### config.mk
export PLATFORM = sky130hd
export DESIGN_NAME = crc_top
export DESIGN_NICKNAME = d
export VERILOG_FILES = /design/src/crc_pkg.sv /design/src/crc_top.sv
export SDC_FILE = /design/constraint.sdc
export NUM_CORES = 1
export LEC_CHECK = 0
export ABC_CLOCK_PERIOD_IN_PS = 1600
export BUFFER_PORTS_ARGS = -buffer_cell sky130_fd_sc_hd__buf_2
export CORE_ASPECT_RATIO = 0.75
export CORE_UTILIZATION = 44
export CTS_CLUSTER_DIAMETER = 30
export CTS_CLUSTER_SIZE = 12
export DETAILED_ROUTE_END_ITERATION = 12
export PLACE_DENSITY = 0.71
export SLEW_MARGIN = 20
export SYNTH_ARGS = -nofsm -noshare
export SYNTH_HDL_FRONTEND = slang
export SYNTH_SLANG_ARGS = --single-unit
### constraint.sdc
create_clock -name clk_i -period 1.6 [get_ports clk_i]
set_clock_uncertainty 0.05 [all_clocks]
set_input_delay 0.08 -clock clk_i [delete_from_list [all_inputs] [get_ports clk_i]]
set_output_delay 0.08 -clock clk_i [all_outputs]
set_load 0.01 [all_outputs]
### src/crc_pkg.sv
// Constants and carrier types for the comparator and reference-ladder control.
// Assumes a classic Wishbone slave port with 32-bit data and byte addressing.
package crc_pkg;

	// ==========================================
	// Sizes and register map
	localparam int NUM_CMP = 2;
	localparam int ADDR_W = 6;
	localparam logic [5:0] OFS_REF_CTRL = 6'h00;
	localparam logic [5:0] OFS_REF_LEVEL = 6'h04;
	localparam logic [5:0] OFS_CMP1_A = 6'h08;
	localparam logic [5:0] OFS_CMP1_B = 6'h0C;
	localparam logic [5:0] OFS_CMP2_A = 6'h10;
	localparam logic [5:0] OFS_CMP2_B = 6'h14;
	localparam logic [5:0] OFS_SHARED_OUT = 6'h18;
	localparam logic [5:0] OFS_INT_FLAG = 6'h1C;
	localparam logic [5:0] OFS_PIN_CTRL = 6'h20;
	localparam logic [5:0] OFS_ANALOG_SEL = 6'h24;
	localparam logic [5:0] OFS_PORT = 6'h28;

	// ==========================================
	// Field positions
	localparam int REF_EN_BIT = 7;
	localparam int REF_OE_BIT = 5;
	localparam int REF_SRC_LSB = 2;
	localparam int REF_LVL_LSB = 0;
	localparam int CA_EN_BIT = 7;
	localparam int CA_RES_BIT = 6;
	localparam int CA_INV_BIT = 4;
	localparam int CA_SP_BIT = 2;
	localparam int CA_HYS_BIT = 1;
	localparam int CA_SYNC_BIT = 0;
	localparam int CB_INTP_BIT = 7;
	localparam int CB_INTN_BIT = 6;
	localparam int CB_PCH_LSB = 4;
	localparam int CB_NCH_LSB = 0;
	localparam int PC_DIR_LSB = 0;
	localparam int PC_GATE_LSB = 4;

	// ==========================================
	// Encodings and reset values
	localparam logic [1:0] SRC_SUPPLY = 2'h0;
	localparam logic [1:0] SRC_EXT_PIN = 2'h1;
	localparam logic [1:0] SRC_FIXED_REF = 2'h2;
	localparam logic [1:0] PCH_PIN = 2'h0;
	localparam logic [1:0] PCH_REF_CONV = 2'h1;
	localparam logic [1:0] PCH_FIXED_REF = 2'h2;
	localparam logic [1:0] PCH_GROUND = 2'h3;
	localparam logic [2:0] NCH_FIXED_REF = 3'h6;
	localparam logic [2:0] NCH_GROUND = 3'h7;
	localparam logic [1:0] GATE_NONE = 2'h0;
	localparam logic SPEED_RESET = 1'b1;
	localparam logic [1:0] DIR_RESET = 2'h3;
	localparam logic [7:0] ANALOG_SEL_RESET = 8'hFF;

	// ==========================================
	// Carrier types
	typedef struct packed {
		logic en;
		logic pin_oe;
		logic [1:0] src;
		logic [4:0] level;
	} crc_ref_t;

	typedef struct packed {
		logic en;
		logic inv;
		logic speed;
		logic hyst;
		logic sync;
		logic intp;
		logic intn;
		logic [1:0] pch;
		logic [2:0] nch;
	} crc_cfg_t;

	typedef struct packed {
		logic inputs_on;
		logic speed;
		logic hyst;
		logic [1:0] pch;
		logic [2:0] nch;
	} crc_ana_t;

	typedef struct packed {
		crc_ref_t rcfg;
		crc_cfg_t [NUM_CMP-1:0] cfg;
		logic [NUM_CMP-1:0] pdir;
		logic [1:0] gsel;
		logic [7:0] pin_analog_select;
		logic [NUM_CMP-1:0] s1;
		logic [NUM_CMP-1:0] s2;
		logic [NUM_CMP-1:0] res;
		logic [NUM_CMP-1:0] res_prev;
		logic [NUM_CMP-1:0] sout;
		logic [NUM_CMP-1:0] flag;
		logic tclk_prev;
		logic ack;
		logic [31:0] dat;
		crc_ref_t ref_out;
		crc_ana_t [NUM_CMP-1:0] ana;
		logic [NUM_CMP-1:0] pin_oe;
		logic gate;
	} crc_state_t;

endpackage

### src/crc_top.sv
// Register file and digital output logic for two comparators and the reference ladder.
// Assumes a classic Wishbone master, raw comparator results arriving unsynchronised,
// and a timer clock that is an ordinary input sampled on clk_i.
`timescale 1ns/100ps
module crc_top
	import crc_pkg::*;
(
	input wire logic clk_i,
	input wire logic rst_i,
	input wire logic wb_cyc_i,
	input wire logic wb_stb_i,
	input wire logic wb_we_i,
	input wire logic [ADDR_W-1:0] wb_adr_i,
	input wire logic [3:0] wb_sel_i,
	input wire logic [31:0] wb_dat_i,
	output logic [31:0] wb_dat_o,
	output logic wb_ack_o,
	input wire logic [NUM_CMP-1:0] cmp_raw_i,
	input wire logic timer_clk_i,
	input wire logic [7:0] port_i,
	output crc_ref_t ref_ctrl_o,
	output crc_ana_t [NUM_CMP-1:0] cmp_ana_o,
	output logic [NUM_CMP-1:0] cmp_result_synced_o,
	output logic [NUM_CMP-1:0] cmp_result_unsynced_o,
	output logic [NUM_CMP-1:0] cmp_pin_o,
	output logic [NUM_CMP-1:0] cmp_pin_oe_o,
	output logic [NUM_CMP-1:0] cmp_interrupt_flag_o,
	output logic timer_gate_o
);

	crc_state_t s_reg;
	crc_state_t s_next;

	// ==========================================
	// Next-state logic
	// Bus access, comparator result path and edge flags are all computed here.
	always_comb
	begin
		logic req;
		logic wr;
		logic tfall;
		logic [NUM_CMP-1:0] res_n;
		logic [NUM_CMP-1:0] rise;
		logic [NUM_CMP-1:0] fall;
		logic [NUM_CMP-1:0] fset;
		logic [NUM_CMP-1:0] fclr;
		logic [7:0] rd;
		req = 1'b0;
		wr = 1'b0;
		tfall = 1'b0;
		res_n = '0;
		rise = '0;
		fall = '0;
		fset = '0;
		fclr = '0;
		rd = 8'h00;
		s_next = s_reg;

		// A request is answered one cycle after it is seen; ack drops the cycle after.
		// Ack is masked into req so a master that keeps cyc high is not served twice.
		req = wb_cyc_i & wb_stb_i & ~s_reg.ack;
		wr = req & wb_we_i & wb_sel_i[0];
		s_next.ack = req;

		// Only the low byte lane carries data, so writes without sel[0] change nothing.
		if (wr)
		begin
			unique case (wb_adr_i)
				OFS_REF_CTRL:
				begin
					s_next.rcfg.en = wb_dat_i[REF_EN_BIT];
					s_next.rcfg.pin_oe = wb_dat_i[REF_OE_BIT];
					s_next.rcfg.src = wb_dat_i[REF_SRC_LSB +: 2];
				end
				OFS_REF_LEVEL: s_next.rcfg.level = wb_dat_i[REF_LVL_LSB +: 5];
				OFS_PIN_CTRL:
				begin
					s_next.pdir = wb_dat_i[PC_DIR_LSB +: NUM_CMP];
					s_next.gsel = wb_dat_i[PC_GATE_LSB +: 2];
				end
				OFS_ANALOG_SEL: s_next.pin_analog_select = wb_dat_i[7:0];
				OFS_INT_FLAG: fclr = wb_dat_i[NUM_CMP-1:0];
				default:
				begin
				end
			endcase
			for (int i = 0; i < NUM_CMP; i++)
			begin
				if (wb_adr_i == OFS_CMP1_A + 6'(8 * i))
				begin
					s_next.cfg[i].en = wb_dat_i[CA_EN_BIT];
					s_next.cfg[i].inv = wb_dat_i[CA_INV_BIT];
					s_next.cfg[i].speed = wb_dat_i[CA_SP_BIT];
					s_next.cfg[i].hyst = wb_dat_i[CA_HYS_BIT];
					s_next.cfg[i].sync = wb_dat_i[CA_SYNC_BIT];
				end
				if (wb_adr_i == OFS_CMP1_B + 6'(8 * i))
				begin
					s_next.cfg[i].intp = wb_dat_i[CB_INTP_BIT];
					s_next.cfg[i].intn = wb_dat_i[CB_INTN_BIT];
					s_next.cfg[i].pch = wb_dat_i[CB_PCH_LSB +: 2];
					s_next.cfg[i].nch = wb_dat_i[CB_NCH_LSB +: 3];
				end
			end
		end

		// Read multiplexer; unmapped addresses answer with zero.
		unique case (wb_adr_i)
			OFS_REF_CTRL:
			begin
				rd[REF_EN_BIT] = s_reg.rcfg.en;
				rd[REF_OE_BIT] = s_reg.rcfg.pin_oe;
				rd[REF_SRC_LSB +: 2] = s_reg.rcfg.src;
			end
			OFS_REF_LEVEL: rd[REF_LVL_LSB +: 5] = s_reg.rcfg.level;
			OFS_SHARED_OUT: rd[NUM_CMP-1:0] = s_reg.res;
			OFS_INT_FLAG: rd[NUM_CMP-1:0] = s_reg.flag;
			OFS_PIN_CTRL:
			begin
				rd[PC_DIR_LSB +: NUM_CMP] = s_reg.pdir;
				rd[PC_GATE_LSB +: 2] = s_reg.gsel;
			end
			OFS_ANALOG_SEL: rd = s_reg.pin_analog_select;
			OFS_PORT: rd = port_i & ~s_reg.pin_analog_select;
			default: rd = 8'h00;
		endcase
		for (int i = 0; i < NUM_CMP; i++)
		begin
			if (wb_adr_i == OFS_CMP1_A + 6'(8 * i))
			begin
				rd[CA_EN_BIT] = s_reg.cfg[i].en;
				rd[CA_RES_BIT] = s_reg.res[i];
				rd[CA_INV_BIT] = s_reg.cfg[i].inv;
				rd[CA_SP_BIT] = s_reg.cfg[i].speed;
				rd[CA_HYS_BIT] = s_reg.cfg[i].hyst;
				rd[CA_SYNC_BIT] = s_reg.cfg[i].sync;
			end
			if (wb_adr_i == OFS_CMP1_B + 6'(8 * i))
			begin
				rd[CB_INTP_BIT] = s_reg.cfg[i].intp;
				rd[CB_INTN_BIT] = s_reg.cfg[i].intn;
				rd[CB_PCH_LSB +: 2] = s_reg.cfg[i].pch;
				rd[CB_NCH_LSB +: 3] = s_reg.cfg[i].nch;
			end
		end
		// Read data is zero outside the ack cycle, so a stale word never leaks.
		s_next.dat = req ? {24'h00_0000, rd} : 32'h0000_0000;

		s_next.s1 = cmp_raw_i;
		s_next.s2 = s_reg.s1;

		// The timer clock is sampled like any input; a pulse shorter than a cycle can be missed.
		// timer clock falling edge
		tfall = s_reg.tclk_prev & ~timer_clk_i;
		s_next.tclk_prev = timer_clk_i;

		for (int i = 0; i < NUM_CMP; i++)
		begin
			// raw high means plus above minus
			// disabled comparator reads low before polarity
			res_n[i] = (s_reg.cfg[i].en & s_reg.s2[i]) ^ s_reg.cfg[i].inv;
			s_next.res[i] = res_n[i];
			s_next.res_prev[i] = s_reg.res[i];
			// Holding the copy between falls keeps the timer from seeing a change mid-count.
			// latch on timer fall in sync mode
			if (!s_reg.cfg[i].sync || tfall)
			begin
				s_next.sout[i] = s_reg.res[i];
			end
			rise[i] = s_reg.res[i] & ~s_reg.res_prev[i];
			fall[i] = ~s_reg.res[i] & s_reg.res_prev[i];
			fset[i] = (rise[i] & s_reg.cfg[i].intp) | (fall[i] & s_reg.cfg[i].intn);

			// Analog front-end controls leave through flops.
			// inputs off while disabled
			s_next.ana[i].inputs_on = s_reg.cfg[i].en;
			s_next.ana[i].pch = s_reg.cfg[i].pch;
			s_next.ana[i].nch = s_reg.cfg[i].nch;
			s_next.ana[i].speed = s_reg.cfg[i].speed;
			s_next.ana[i].hyst = s_reg.cfg[i].hyst;
			// Direction bit high means input, so the pin is released.
			// pin drive condition
			s_next.pin_oe[i] = ~s_reg.pdir[i] & s_reg.cfg[i].en;
		end
		// A flag raised by toggling polarity or enable is expected behaviour.
		// Set wins over a software clear arriving in the same cycle.
		s_next.flag = (s_reg.flag & ~fclr) | fset;

		unique case (s_reg.gsel)
			2'h1: s_next.gate = s_reg.sout[0];
			2'h2: s_next.gate = s_reg.sout[1];
			default: s_next.gate = 1'b0;
		endcase

		s_next.ref_out = s_reg.rcfg;

		// Synchronous reset overrides everything computed above.
		// Configuration and the speed output keep their documented reset values; everything else clears.
		if (rst_i)
		begin
			s_next = '0;
			for (int i = 0; i < NUM_CMP; i++)
			begin
				s_next.cfg[i].speed = SPEED_RESET;
				s_next.ana[i].speed = SPEED_RESET;
			end
			s_next.pdir = DIR_RESET;
			s_next.pin_analog_select = ANALOG_SEL_RESET;
			s_next.gsel = GATE_NONE;
		end
	end

	// ==========================================
	// State register
	always_ff @(posedge clk_i)
	begin
		s_reg <= s_next;
	end

	// ==========================================
	// Outputs, each taken straight from a state field
	assign wb_dat_o = s_reg.dat;
	assign wb_ack_o = s_reg.ack;
	assign ref_ctrl_o = s_reg.ref_out;
	assign cmp_ana_o = s_reg.ana;
	// synced copy to converter and timer
	assign cmp_result_synced_o = s_reg.sout;
	assign cmp_result_unsynced_o = s_reg.res;
	assign cmp_pin_o = s_reg.sout;
	assign cmp_pin_oe_o = s_reg.pin_oe;
	assign cmp_interrupt_flag_o = s_reg.flag;
	assign timer_gate_o = s_reg.gate;
endmodule

# Yosys cells after proc, flatten, opt, wreduce, memory -nomap -nowiden

Index checks and enable logic that the tools add are counted.

Equal/unequal tests: 12
Multiplexer cells: 19
Bitwise operators: 35
Reductions and logical operators: 14

Operator list:

| operator                                                              | number |
|---|---|
| 6-bit by 5-bit equality test with 1-bit output, second input constant | 4 |
| 6-bit equality test, second input constant                            | 3 |
| 1-bit AND                                                             | 17 |
| 2-bit AND reduction                                                   | 8 |
| 6-bit by 4-bit equality test with 1-bit output, second input constant | 2 |
| 3-bit two-way mux                                                     | 4 |
| 2-bit one-hot mux with 6 select lines                                 | 1 |
| 1-bit inverter                                                        | 9 |
| 8-bit AND                                                             | 1 |
| 2-bit two-way mux                                                     | 4 |
| 4-bit two-way mux                                                     | 2 |
| 8-bit inverter                                                        | 1 |
| 1-bit one-hot mux with 4 select lines                                 | 2 |
| 2-bit one-hot mux with 4 select lines                                 | 1 |
| 6-bit by 3-bit equality test with 1-bit output, second input constant | 1 |
| 6-bit logical NOT                                                     | 1 |
| 1-bit one-hot mux with 2 select lines                                 | 2 |
| 1-bit one-hot mux with 3 select lines                                 | 1 |
| 2-bit AND                                                             | 1 |
| 2-bit by 1-bit equality test with 1-bit output, second input constant | 1 |
| 2-bit equality test, second input constant                            | 1 |
| 1-bit logical NOT                                                     | 2 |
| 1-bit logical OR                                                      | 2 |
| 1-bit two-way mux                                                     | 2 |
| other kinds (5)                                                       | 7 |

Flip-flop bits (word level): 119
Bits of input ports: 58
Output and inout bits: 69
Word-level logic and storage cells: 132

# Longest topological paths before layout

Depth in word-level cells: 8
Mapped depth: 7
Mapped depth without buffers: 5

# Worst setup path before layout

Ideal clock, no wire load.

Path type: reg2reg
Start: reg s_reg, in the netlist wb_ack_o
End: reg s_reg[95] (netlist name)
Setup time: 0.120 ns
Arrival time: 1.675 ns
Required time: 1.430 ns
Path slack: -0.245 ns
Stages on the path, launching flop included: 6
Buffers on the path: 1
Period minus slack after synthesis: 1.845 ns
Path through: dfxtp_1 nand3b_1 buf_2 nor4_2 nor2b_1 a211o_1

Cells in the longest elaborated chain, start to end: 5

Ends and longest elaborated chain:

| item                          | RTL line       | text |
|---|---|---|
| start, declared               | crc_top.sv:31  | `crc_state_t s_reg;` |
| start signal, assigned        | crc_top.sv:217 | `s_reg <= s_next;` |
| 1-bit inverter                | crc_top.sv:61  | `req = wb_cyc_i & wb_stb_i & ~s_reg.ack;` |
| 1-bit AND                     | crc_top.sv:61  |  |
| 1-bit AND (2 in series)       | crc_top.sv:62  | `wr = req & wb_we_i & wb_sel_i[0];` |
| 2-bit AND reduction (no line) | n/a            |  |

Every way passes these cells.
A chain may end at the register's enable or synchronous reset.

# Worst setup path in the final report

Ends and elaborated chain as after synthesis.

==> out/metrics.cfg <==
[global_route]
grt_use_total=0.214
grt_pass1_wl_um=16800
grt_max_degree=44
antenna_found_initial=0
gr-total-overflow=0
first_global_vias=3154

[yosys]
synth_area_mm2=0.00443
synthArstFlopShare=0
synthFlopType=dfxtp_1
synth_area_leaders=dfxtp_1, buf_4, mux2i_1
ys_warn_count=0
synth_adder_area_share=0.00565
synth_cell_types=47
yosysTopAreaCellShare=0.430
yosysTopAreaCell=dfxtp_1
netlist_instances=461
synth_compound_area_frac=0.0981
synth-simple-area-share=0.231
synth_edf_count=0
synthMuxAreaShare=0.0840
ys_ff_latch=95
synth_top_family_by_area=simple AND/OR/NAND/NOR gates
seq_area_frac_synth=0.430
syn_avg_cell_area_um2=9.60
synthXorXnorAreaFrac=0.00396

[layout]
fin_cells=664
layout_common_cells=dfxtp_1, buf_2, nor2b_1, nor2_1, mux2i_1
drive_gt1_frac=0.305
layout_commonest_cell=dfxtp_1
diodes=0
fillers=920
area_growth_syn_to_layout_pct=18.9
largest_reg_flops=52
layout.nets=587

[floorplanning]
die_y_um=88.9
row_count=31
boundaryPins=127
design.core.area_mm2=0.00970
die_area_mm2=0.0105
chipWidth_um=118
start_util=0.456

[power_and_ir_drop]
p_leak_uw=0.00213
peakVddDrop_mv=0.533
p_per_area_mw_per_mm2=922

[routing]
drcViolationCount=0
vias_per_cell=5.02
routed_wl_um=10800
post_drt_wl_per_cell_um=16.3
num_vias=3332
first_pass_iters=5
ant_nets=0
drt_iter0_markers=207

[clocking]
root_buffer=clkbuf_16
clk_latency_ps=350
cts_tree=yes
numCtsBuffers=9
h-tree-depth=3
clock_path_buffers=2
clk_pin_slew_ps=70
cts_num_sinks=95

[sta]
setup_viol=22
slew_violations=0
rsz0062_at_grt=true
fmax_mhz=596
timing.final.ws_setup_ps=-76.7
min_period_ps=1680
hold_slack_ps=20.6
final-hold-violation-count=0
post-route-period-util=1.05

[placed_design]
portBuffers=75
numPlacedInstances=638
post-dp-hpwl_um=7870
place_congestion=0.863
place_ws_ps=-214

[setup_path]
cp.required_ps=1790
critPathMaxFanout=10
critPathLaunchType=flip-flop
crit_path_end_kind=flip-flop
critPathKind=flip-flop to flip-flop
critPathArrivalTime_ps=1870

[outcome]
violations=negative setup slack
status=complete, but fails checks

[worst_hold_path]
min_path_type=input pin to flip-flop

[flow_run]
drv_cap=0

==> metrics by stage <==
stage / cell area (um2) / power, uW / setup TNS (ps) / util
2_1_floorplan: 4540 / 2660 / -1240 / -
3_3_place_gp: 4830 / 2760 / -4940 / 0.498
3_5_place_dp: 4830 / 2770 / -5780 / 0.498
4_1_cts: 5220 / 4900 / -786 / 0.538
5_1_grt: 5260 / 5020 / -3030 / 0.543
6_report: 5260 / 4850 / -852 / 0.543
==> power by group <==
| group | internal [uW] | switching (uW) |
|---|---|---|
| sequential | 2370 | 3.02 |
| combinational | 141 | 222 |
| clock | 1210 | 902 |
| total | 3720 | 1130 |
==> layer usage <==
metal	up-vias	GRT usage	part of all wire	wire [um]
met2	98	0.329	0.43	4600
li1	1621	-	-	-
met1	1599	0.292	0.49	5310
met5	-	0	0	0
met4	0	0.0734	0.016	172
met3	14	0.0548	0.069	744
==> layout make-up <==
class                   count  area (um2)  share of cell area
multi-input cells         287        2010               0.381
clock inverters             7        71.3              0.0135
clock buffers               9         225              0.0428
repair buffers            125         860               0.163
flip-flops and latches     95        1900               0.362
well taps                 132         165              0.0314
inverters                   9        33.8             0.00642
==> synth_stat cells, types with 2 or more instances <==
master	number
dfxtp_1	95
buf_4	68
nor2b_1	43
nor2_1	41
mux2i_1	36
a21oi_1	20
clkbuf_1	17
nand2_1	14
a211o_1	12
nand2b_1	10
inv_1	9
nor4_4	7
o21ai_0	6
a22oi_1	5
nand3b_1	5
nor3_1	5
nor4bb_1	5
o22ai_1	5
or2_2	5
buf_1	4
nand3_1	4
o22a_1	4
or3_1	4
buf_2	3
or4bb_1	3
a31oi_1	2
and2_1	2
ha_1	2
nor4b_1	2
o221ai_1	2
o311ai_0	2
or3b_2	2
or4b_1	2
xor2_1	2
==> timing repair <==
action	4_1_cts	5_1_grt
setup buffers	1	3
hold buffers	6	0
gates resized for setup	9	6
hold endpoints to repair	8	0
setup endpoints to repair	31	40
pin swaps	5	0
==> final timing paths <==
check / startpoint / slack (ps) / cells past startpoint / endpoint
setup / recovery: wb_ack_o / -80 / 7 / s_reg[95]
hold / removal: wb_dat_i[2] / 20 / 2 / s_reg[95]
setup reg to reg: wb_ack_o / -80 / 7 / s_reg[95]
hold reg to reg: s_reg[73] / 390 / 1 / s_reg[71]
==> worst max-delay path, cell delays in order (launching register included) <==
cell	delay, ps
dfxtp_2	320
nand3b_1	200
buf_12	190
buf_4	140
nor4_4	210
buf_6	170
nor2b_1	50
a211o_1	250
==> kinds of logic (layout without fill, tap and decap cells) <==
| family | Yosys count | in the layout |
|---|---|---|
| AOI/OAI and AO/OA | 63 | 63 |
| xor gates and xnor gates | 2 | 2 |
| adders and majority gates | 2 | 2 |
| buffers and inverters | 102 | 150 |
| DFF | 95 | 95 |
| muxes | 37 | 37 |
| other | 1 | 24 |
| and+or+nand+nor | 159 | 159 |
(Power assumes the default switching activity.)
